[src/inc/rtrs_pkg.sv]
package rtrs_pkg;
  // Serial register addresses (low five bits of each word)
  localparam logic [4:0] RTRS_ADDR_R2 = 5'h02;
  localparam logic [4:0] RTRS_ADDR_R3 = 5'h03;
  localparam logic [4:0] RTRS_ADDR_R5 = 5'h05;
  localparam logic [4:0] RTRS_ADDR_R6 = 5'h06;
  localparam logic [4:0] RTRS_ADDR_R7 = 5'h07;
  localparam int RTRS_ADDR_LSB = 0;
  localparam int RTRS_ADDR_MSB = 4;
  // Words with a side effect
  localparam logic [31:0] RTRS_ADC_START_WORD = 32'h0002A802;
  localparam logic [31:0] RTRS_ADC_READ_WORD = 32'h0189FAC3;
  // Field positions
  localparam int RTRS_INT_LSB = 17;
  localparam int RTRS_INT_MSB = 28;
  localparam int RTRS_FMSB_LSB = 5;
  localparam int RTRS_FMSB_MSB = 16;
  localparam int RTRS_FLSB_LSB = 5;
  localparam int RTRS_FLSB_MSB = 17;
  localparam int RTRS_RDIV_LSB = 5;
  localparam int RTRS_RDIV_MSB = 9;
  localparam int RTRS_DBL_BIT = 10;
  localparam int RTRS_HLV_BIT = 11;
  localparam int RTRS_FLSB_W = 13;
  // Reset values
  localparam logic [11:0] RTRS_INT_RST = 12'h000;
  localparam logic [4:0] RTRS_RDIV_RST = 5'h01;
  localparam logic [7:0] RTRS_CTRL_RST = 8'h01;
  // Converter timing
  localparam int RTRS_CLK_MHZ = 125;
  localparam int RTRS_ADC_CONV_NS = 16000;
  localparam int RTRS_ADC_CONV_CYC = RTRS_ADC_CONV_NS * RTRS_CLK_MHZ / 1000;
  localparam logic [11:0] RTRS_ADC_CNT_LOAD = 12'(RTRS_ADC_CONV_CYC - 1);
  // AXI4-Lite byte offsets and response codes
  localparam logic [7:0] RTRS_OFF_STATUS = 8'h00;
  localparam logic [7:0] RTRS_OFF_FRAC = 8'h04;
  localparam logic [7:0] RTRS_OFF_NWORD = 8'h08;
  localparam logic [7:0] RTRS_OFF_REFDIV = 8'h0C;
  localparam logic [7:0] RTRS_OFF_ADC = 8'h10;
  localparam logic [7:0] RTRS_OFF_RSEL = 8'h14;
  localparam logic [7:0] RTRS_OFF_RDATA = 8'h18;
  localparam logic [7:0] RTRS_OFF_CTRL = 8'h1C;
  localparam logic [1:0] RTRS_RESP_OKAY = 2'h0;
  localparam logic [1:0] RTRS_RESP_SLVERR = 2'h2;
endpackage

[src/inc/rtrs_mem_if.sv]
`timescale 1ns/1ps
`default_nettype none
interface rtrs_mem_if;
  logic we;
  logic [4:0] waddr;
  logic [31:0] wdata;
  logic [4:0] raddr;
  logic [31:0] rdata;
  modport ctl (output we, output waddr, output wdata, output raddr, input rdata);
  modport mem (input we, input waddr, input wdata, input raddr, output rdata);
endinterface
`default_nettype wire

[src/rtl/rtrs_regmem.sv]
`timescale 1ns/1ps
`default_nettype none
module rtrs_regmem (
  input wire logic aclk, // Clock
  rtrs_mem_if.mem mp // Write and read port
);
  logic [31:0] words [32];
  logic [31:0] rd;

  always_ff @(posedge aclk) begin
    if (mp.we) begin
      words[mp.waddr] <= mp.wdata;
    end
    rd <= words[mp.raddr];
  end

  assign mp.rdata = rd;
endmodule
`default_nettype wire

[src/rtl/rtrs_top.sv]
// Functional notes
// - R2 start word begins a conversion
// - R3 readback word puts result on output
// - Output frequency from integer plus fraction
// - Fraction is upper part shifted plus lower
// - Comparison reference from doubler, divider, halving
`timescale 1ns/1ps
`default_nettype none
module rtrs_top (
  input wire logic aclk, // System clock
  input wire logic aresetn, // Synchronous reset
  input wire logic spi_clk, // Serial clock pin
  input wire logic spi_data, // Serial data in
  input wire logic spi_le, // Latch enable pin
  output logic spi_dout, // Serial data out
  input wire logic [7:0] adc_code, // Converter sample
  input wire logic [7:0] s_axi_awaddr, // Write address
  input wire logic s_axi_awvalid, // Write address valid
  output logic s_axi_awready, // Write address ready
  input wire logic [31:0] s_axi_wdata, // Write data
  input wire logic [3:0] s_axi_wstrb, // Write strobes
  input wire logic s_axi_wvalid, // Write data valid
  output logic s_axi_wready, // Write data ready
  output logic [1:0] s_axi_bresp, // Write response
  output logic s_axi_bvalid, // Write response valid
  input wire logic s_axi_bready, // Response ready
  input wire logic [7:0] s_axi_araddr, // Read address
  input wire logic s_axi_arvalid, // Read address valid
  output logic s_axi_arready, // Read address ready
  output logic [31:0] s_axi_rdata, // Read data
  output logic [1:0] s_axi_rresp, // Read response
  output logic s_axi_rvalid, // Read data valid
  input wire logic s_axi_rready // Read data ready
);
  import rtrs_pkg::*;

  typedef struct packed {
    logic [2:0] ck;
    logic [1:0] dt;
    logic [2:0] le;
    logic [7:0] adc1;
    logic [7:0] adc2;
    logic [31:0] sh;
    logic [11:0] int_w;
    logic [11:0] fmsb;
    logic [12:0] flsb;
    logic dbl;
    logic hlv;
    logic [4:0] rdiv;
    logic adc_busy;
    logic adc_done;
    logic [11:0] adc_cnt;
    logic [7:0] adc_res;
    logic rb_arm;
    logic [31:0] dout_sh;
    logic dout;
    logic we;
    logic [4:0] waddr;
    logic [31:0] wdata;
    logic [7:0] ctrl;
    logic [4:0] rsel;
    logic aw_rdy;
    logic bvalid;
    logic [1:0] bresp;
    logic ar_rdy;
    logic rvalid;
    logic [31:0] rdata;
    logic [1:0] rresp;
  } rtrs_state_s;

  rtrs_state_s st;
  rtrs_state_s next_st;
  rtrs_mem_if mif ();
  logic ck_rise;
  logic ck_fall;
  logic le_rise;
  logic [24:0] frac_w;
  logic [5:0] ref_mul;
  logic [5:0] ref_den;

  function automatic logic is_mapped(input logic [7:0] a);
    return a[1:0] == 2'h0 && a <= RTRS_OFF_CTRL;
  endfunction

  rtrs_regmem u_mem (
    .aclk(aclk),
    .mp(mif.mem)
  );

  assign mif.we = st.we;
  assign mif.waddr = st.waddr;
  assign mif.wdata = st.wdata;
  assign mif.raddr = st.rsel;

  assign ck_rise = st.ck[1] & ~st.ck[2];
  assign ck_fall = ~st.ck[1] & st.ck[2];
  assign le_rise = st.le[1] & ~st.le[2] & st.ctrl[0];
  assign frac_w = {st.fmsb, 13'h0000} + 25'(st.flsb);
  assign ref_mul = 6'h01 + 6'(st.dbl);
  assign ref_den = st.hlv ? 6'({st.rdiv, 1'b0}) : 6'(st.rdiv);

  always_comb begin
    next_st = st;
    next_st.ck = {st.ck[1:0], spi_clk};
    next_st.dt = {st.dt[0], spi_data};
    next_st.le = {st.le[1:0], spi_le};
    next_st.adc1 = adc_code;
    next_st.adc2 = st.adc1;
    next_st.we = 1'b0;
    // Serial word shifts in MSB first
    if (ck_rise) begin
      next_st.sh = {st.sh[30:0], st.dt[1]};
    end
    if (ck_fall && st.rb_arm) begin
      next_st.dout_sh = {st.dout_sh[30:0], 1'b0};
      next_st.dout = st.dout_sh[30];
    end
    // Converter countdown
    if (st.adc_busy) begin
      if (st.adc_cnt == 12'h000) begin
        next_st.adc_busy = 1'b0;
        next_st.adc_done = 1'b1;
        next_st.adc_res = st.adc2;
      end else begin
        next_st.adc_cnt = st.adc_cnt - 12'h001;
      end
    end
    if (le_rise) begin
      next_st.we = 1'b1;
      next_st.waddr = st.sh[RTRS_ADDR_MSB:RTRS_ADDR_LSB];
      next_st.wdata = st.sh;
      next_st.rb_arm = 1'b0;
      case (st.sh[RTRS_ADDR_MSB:RTRS_ADDR_LSB])
        RTRS_ADDR_R2: begin
          if (st.sh == RTRS_ADC_START_WORD) begin
            next_st.adc_busy = 1'b1;
            next_st.adc_done = 1'b0;
            next_st.adc_cnt = RTRS_ADC_CNT_LOAD;
          end
        end
        RTRS_ADDR_R3: begin
          if (st.sh == RTRS_ADC_READ_WORD) begin
            next_st.rb_arm = 1'b1;
            next_st.dout_sh = {st.adc_res, 24'h000000};
            next_st.dout = st.adc_res[7];
          end
        end
        RTRS_ADDR_R5: begin
          next_st.int_w = st.sh[RTRS_INT_MSB:RTRS_INT_LSB];
          next_st.fmsb = st.sh[RTRS_FMSB_MSB:RTRS_FMSB_LSB];
        end
        RTRS_ADDR_R6: begin
          next_st.flsb = st.sh[RTRS_FLSB_MSB:RTRS_FLSB_LSB];
        end
        RTRS_ADDR_R7: begin
          next_st.rdiv = st.sh[RTRS_RDIV_MSB:RTRS_RDIV_LSB];
          next_st.dbl = st.sh[RTRS_DBL_BIT];
          next_st.hlv = st.sh[RTRS_HLV_BIT];
        end
        default: begin
          next_st.rb_arm = 1'b0;
        end
      endcase
    end
    // AXI4-Lite write: ready one cycle, then response
    if (st.aw_rdy) begin
      next_st.aw_rdy = 1'b0;
      next_st.bvalid = 1'b1;
      next_st.bresp = is_mapped(s_axi_awaddr) ? RTRS_RESP_OKAY : RTRS_RESP_SLVERR;
      if (s_axi_wstrb[0] && s_axi_awaddr == RTRS_OFF_RSEL) begin
        next_st.rsel = s_axi_wdata[4:0];
      end
      if (s_axi_wstrb[0] && s_axi_awaddr == RTRS_OFF_CTRL) begin
        next_st.ctrl = s_axi_wdata[7:0];
      end
    end else if (st.bvalid) begin
      if (s_axi_bready) begin
        next_st.bvalid = 1'b0;
      end
    end else if (s_axi_awvalid && s_axi_wvalid) begin
      next_st.aw_rdy = 1'b1;
    end
    // AXI4-Lite read
    if (st.ar_rdy) begin
      next_st.ar_rdy = 1'b0;
      next_st.rvalid = 1'b1;
      next_st.rresp = is_mapped(s_axi_araddr) ? RTRS_RESP_OKAY : RTRS_RESP_SLVERR;
      case (s_axi_araddr)
        RTRS_OFF_STATUS: next_st.rdata = {28'h0000000, st.rb_arm, st.adc_done, st.adc_busy, st.ctrl[0]};
        RTRS_OFF_FRAC: next_st.rdata = {7'h00, frac_w};
        RTRS_OFF_NWORD: next_st.rdata = {20'h00000, st.int_w};
        RTRS_OFF_REFDIV: next_st.rdata = {18'h00000, ref_den, 2'h0, ref_mul};
        RTRS_OFF_ADC: next_st.rdata = {24'h000000, st.adc_res};
        RTRS_OFF_RSEL: next_st.rdata = {27'h0000000, st.rsel};
        RTRS_OFF_RDATA: next_st.rdata = mif.rdata;
        RTRS_OFF_CTRL: next_st.rdata = {24'h000000, st.ctrl};
        default: next_st.rdata = 32'h00000000;
      endcase
    end else if (st.rvalid) begin
      if (s_axi_rready) begin
        next_st.rvalid = 1'b0;
      end
    end else if (s_axi_arvalid) begin
      next_st.ar_rdy = 1'b1;
    end
  end

  always_ff @(posedge aclk) begin
    if (!aresetn) begin
      st <= '0;
      st.int_w <= RTRS_INT_RST;
      st.rdiv <= RTRS_RDIV_RST;
      st.ctrl <= RTRS_CTRL_RST;
    end else begin
      st <= next_st;
    end
  end

  assign spi_dout = st.dout;
  assign s_axi_awready = st.aw_rdy;
  assign s_axi_wready = st.aw_rdy;
  assign s_axi_bvalid = st.bvalid;
  assign s_axi_bresp = st.bresp;
  assign s_axi_arready = st.ar_rdy;
  assign s_axi_rvalid = st.rvalid;
  assign s_axi_rdata = st.rdata;
  assign s_axi_rresp = st.rresp;
endmodule
`default_nettype wire

[config.mk]
export PLATFORM = sky130hd
export DESIGN_NAME = rtrs_top
export DESIGN_NICKNAME = d
export VERILOG_FILES = /design/src/inc/rtrs_pkg.sv /design/src/inc/rtrs_mem_if.sv /design/src/rtl/rtrs_regmem.sv /design/src/rtl/rtrs_top.sv
export SDC_FILE = /design/constraint.sdc
export NUM_CORES = 1
export LEC_CHECK = 0
export BUFFER_PORTS_ARGS = -buffer_cell sky130_fd_sc_hd__buf_2
export CAP_MARGIN = 10
export CORE_MARGIN = 1.5
export CORE_UTILIZATION = 37
export CTS_CLUSTER_DIAMETER = 50
export DETAILED_ROUTE_END_ITERATION = 10
export GPL_ROUTABILITY_DRIVEN = 0
export GPL_TIMING_DRIVEN = 0
export SLEW_MARGIN = 20
export SYNTH_ARGS = -nofsm -noshare
export SYNTH_HDL_FRONTEND = slang
export SYNTH_HIERARCHICAL = 1
export SYNTH_SLANG_ARGS = --single-unit
[constraint.sdc]
create_clock -name aclk -period 3.8 [get_ports aclk]
set_clock_uncertainty 0.2 [all_clocks]
set_input_delay 0.19 -clock aclk [delete_from_list [all_inputs] [get_ports aclk]]
set_output_delay 0.19 -clock aclk [all_outputs]
set_load 0.01 [all_outputs]
==> run metrics <==
status completed; vias in the first global route 28100; sw frac about a fifth; P_sw 5630 µW; setup violators final 0; R2R setup slack roughly 170 ps; Most used DFF post-synth edfxtp_1; worst setup path startpoint mif.raddr[3]; setup ws final approximately 170 ps; worst r2r src mif.raddr[3]; area of the die 0.137 mm²; most frequent cells in the layout edfxtp_1, mux2i_1, nand2_1; PD cells roughly 480 mW/mm²; most common cell after layout, fill and taps aside edfxtp_1; Worst Setup EP u_mem/mp.rdata[23]; asr flop ratio synth 0%; P_int 22900 µW; Reg power frac between 50% and 60%; CTS root buffer clkbuf_16; chip height roughly 370 µm; P_leak roughly 0.019 µW; Syn-to-layout area delta 17.9%; hpwl dp approximately 86000 µm; Worst-Skew Late Latency around 730 ps; Post-synth EDFFs 1024; Ports between 100 and 150; GRT Overall Usage 18.3%; footprint of the multi-input gates roughly 0.013 mm²; CTS resizes 0; unrepaired setup endpoints after global routing false; CTS Sinks around 1300; Initial Util between 30% and 40%; total CTS buffers 144; layout filler cell count ~12000; Tcrit/Tclk final between 90 and 100%; endpoint class of the critical path flop; CP max FO 10; register area share after synthesis between 70 and 80%; core area 0.134 mm²; Clock Pin Slew Worst Setup and Hold Paths approximately 60 ps; max-cap viol count 0; crit start category flop; Port Buffers 82; DR iter-0 viols 2391; Rows ~130; H-tree level count 4; largest net degree at the start of global routing 42; Crit Path Class reg -> reg; worst vdd ir 0.379 mV; CTS max path bufs 3; fmax ~280 MHz; ratio of cells with drive above 1 in the final layout about 14%; pre-CTS setup slack slightly below 300 ps; syn avg cell area between 10 and 15 µm²; Yosys cell types 60; Seq cells post-synth roughly 1300; Slew @ Worst Pin about 1100 ps; hold path cells 3; Worst EP arrival approximately 3900 ps; ranking of synthesized cells by area edfxtp_1, mux2i_1, dfxtp_1, nand2_1, a21oi_1; synthesized instance count around 3400; Routed WL per cell between 20 and 25 µm; global-route wire length before repair ~190000 µm; slew margin rel. approximately 25%; vias per cell between 5 and 6; met3 usage under 10%; vias post-DR 28900; Routed WL around 130000 µm; nets approximately 3700; Synth Cell Area 0.0500 mm²; met2 usage between 20% and 30%; Residual DRC 0; 1st-pass router iterations 5; Register Area about 0.036 mm²; CP required around 4000 ps; Hold Crit Class in -> reg; share of the synthesized area in the top cell type between 60% and 70%; final slew viol count 0; CTS tree done; Syn. warnings 6; Antenna Nets Post-Route 0; grt met1 use around 25%; FF-to-FF End u_mem/mp.rdata[23]; final hold vios 0; Final min period 3630 ps; min-delay src adc_code[1]; overall power around 29000 µW; Synth area leader edfxtp_1; total gr overflow 0; cell count of the worst reg-to-reg path 6; Comb pwr share less than 1%; Die X-Extent around 370 µm; initial antenna violation count 4; Clk pwr share 46.1%; most used routing layer met2
==> critical path: stages, from the launching register on <==
cell	delay, ps
dfxtp_1	600
or2_2	200
clkbuf_1	440
clkbuf_1	660
nor3_1	220
a31oi_1	720
nand3_1	310
==> kinds of logic (layout without fill, tap and decap cells) <==
group / Yosys count / count (layout) / share of synthesized area (%)
simple gates: 717 / 717 / 6.46
buf+inv: 255 / 691 / 2.80
mux: 594 / 594 / 11.9
other cells: 1 / 8 / 0.00750
compound gates: 487 / 487 / 6.33
fa+ha+maj: 1 / 1 / 0.0250
flops: 1295 / 1295 / 72.4
xor+xnor: 3 / 3 / 0.0526
==> stage by stage <==
stage | cells | instance area, µm² | util (%) | hold WS [ps] | setup TNS, ps
after CTS | 5558 | 58900 | 44.0 | 5.72 | 0
final | 5564 | 58900 | 44.0 | 47.6 | 0
after global placement | 5204 | 52600 | 39.3 | 204 | -1469710
after floorplan | 3354 | 50000 | - | 109 | 0
after detailed placement | 5244 | 53900 | 40.3 | 200 | 0
after global routing | 5558 | 58900 | 44.0 | 39.0 | 0
==> layer usage <==
layer,vias to the layer above,share of wire [%],wire (µm)
li1,13300,-,-
met3,224,6.1,7790
met2,916,47,60300
met5,-,0,0
met1,14400,44,55700
met4,0,2.9,3740
==> flip-flops by register name (all words and copies together) (netlist names), 4 cells and up <==
| name | cells |
|---|---|
| u_mem/words | 1024 |
| st | 149 |
| s_axi_rdata | 32 |
| u_mem/mp.rdata | 32 |
| mif.wdata | 28 |
| next_st | 13 |
| mif.raddr | 5 |
| mif.waddr | 4 |
==> power groups by stage <==
stage               clock network [µW]  registers (µW)  logic [µW]
finish                           13200           15100         270
CTS                              13400           15100         271
global route                     14000           15100         291
global placement                     0           15400         226
floorplan                            0           15400         119
detailed placement                   0           15400         230
==> cell type report <==
type,count,share of cell area [%]
Sequential cell,1295,61.5
Clock buffer,192,6.76
Tap cell,1768,3.75
Antenna cell,6,0.0255
Inverter,18,0.115
Buffer,237,2.26
Multi-Input combinational cell,1804,21.5
Clock inverter,66,0.853
Timing Repair Buffer,178,3.32
==> cells in the mapped netlist, drive strengths merged (2+ instances only) <==
master and number:
a21o 8, a21oi 219, a221o 14, a221oi 4
a22o 78, a22oi 102, a31oi 37, and2 27
and3 7, buf 137, clkbuf 100, dfxtp 271
edfxtp 1024, inv 17, mux2 8, mux2i 585
nand2 329, nand2b 6, nand3 113, nand3b 11
nand4 7, nand4b 3, nor2 133, nor2b 8
nor3 42, nor4 7, nor4b 4, o21ai 17
o31ai 3, or2 3, or3 5, or3b 3
or4 3, xor2 2
==> how the worst min path moves through the flow <==
stage | to | slack, ps
after detailed placement | next_st[228] | 200
after global placement | next_st[223] | 200
after floorplan | s_axi_awready | 110
final | next_st[224] | 50
after CTS | s_axi_bvalid | 6
after global routing | next_st[227] | 40
==> repair_timing <==
action	CTS	global route
endpoints found under the setup margin	0	0
endpoints found under the hold margin	61	0
setup buffers	0	0
hold buffers	56	0
No activity file was read; power rests on OpenSTA's default activity.
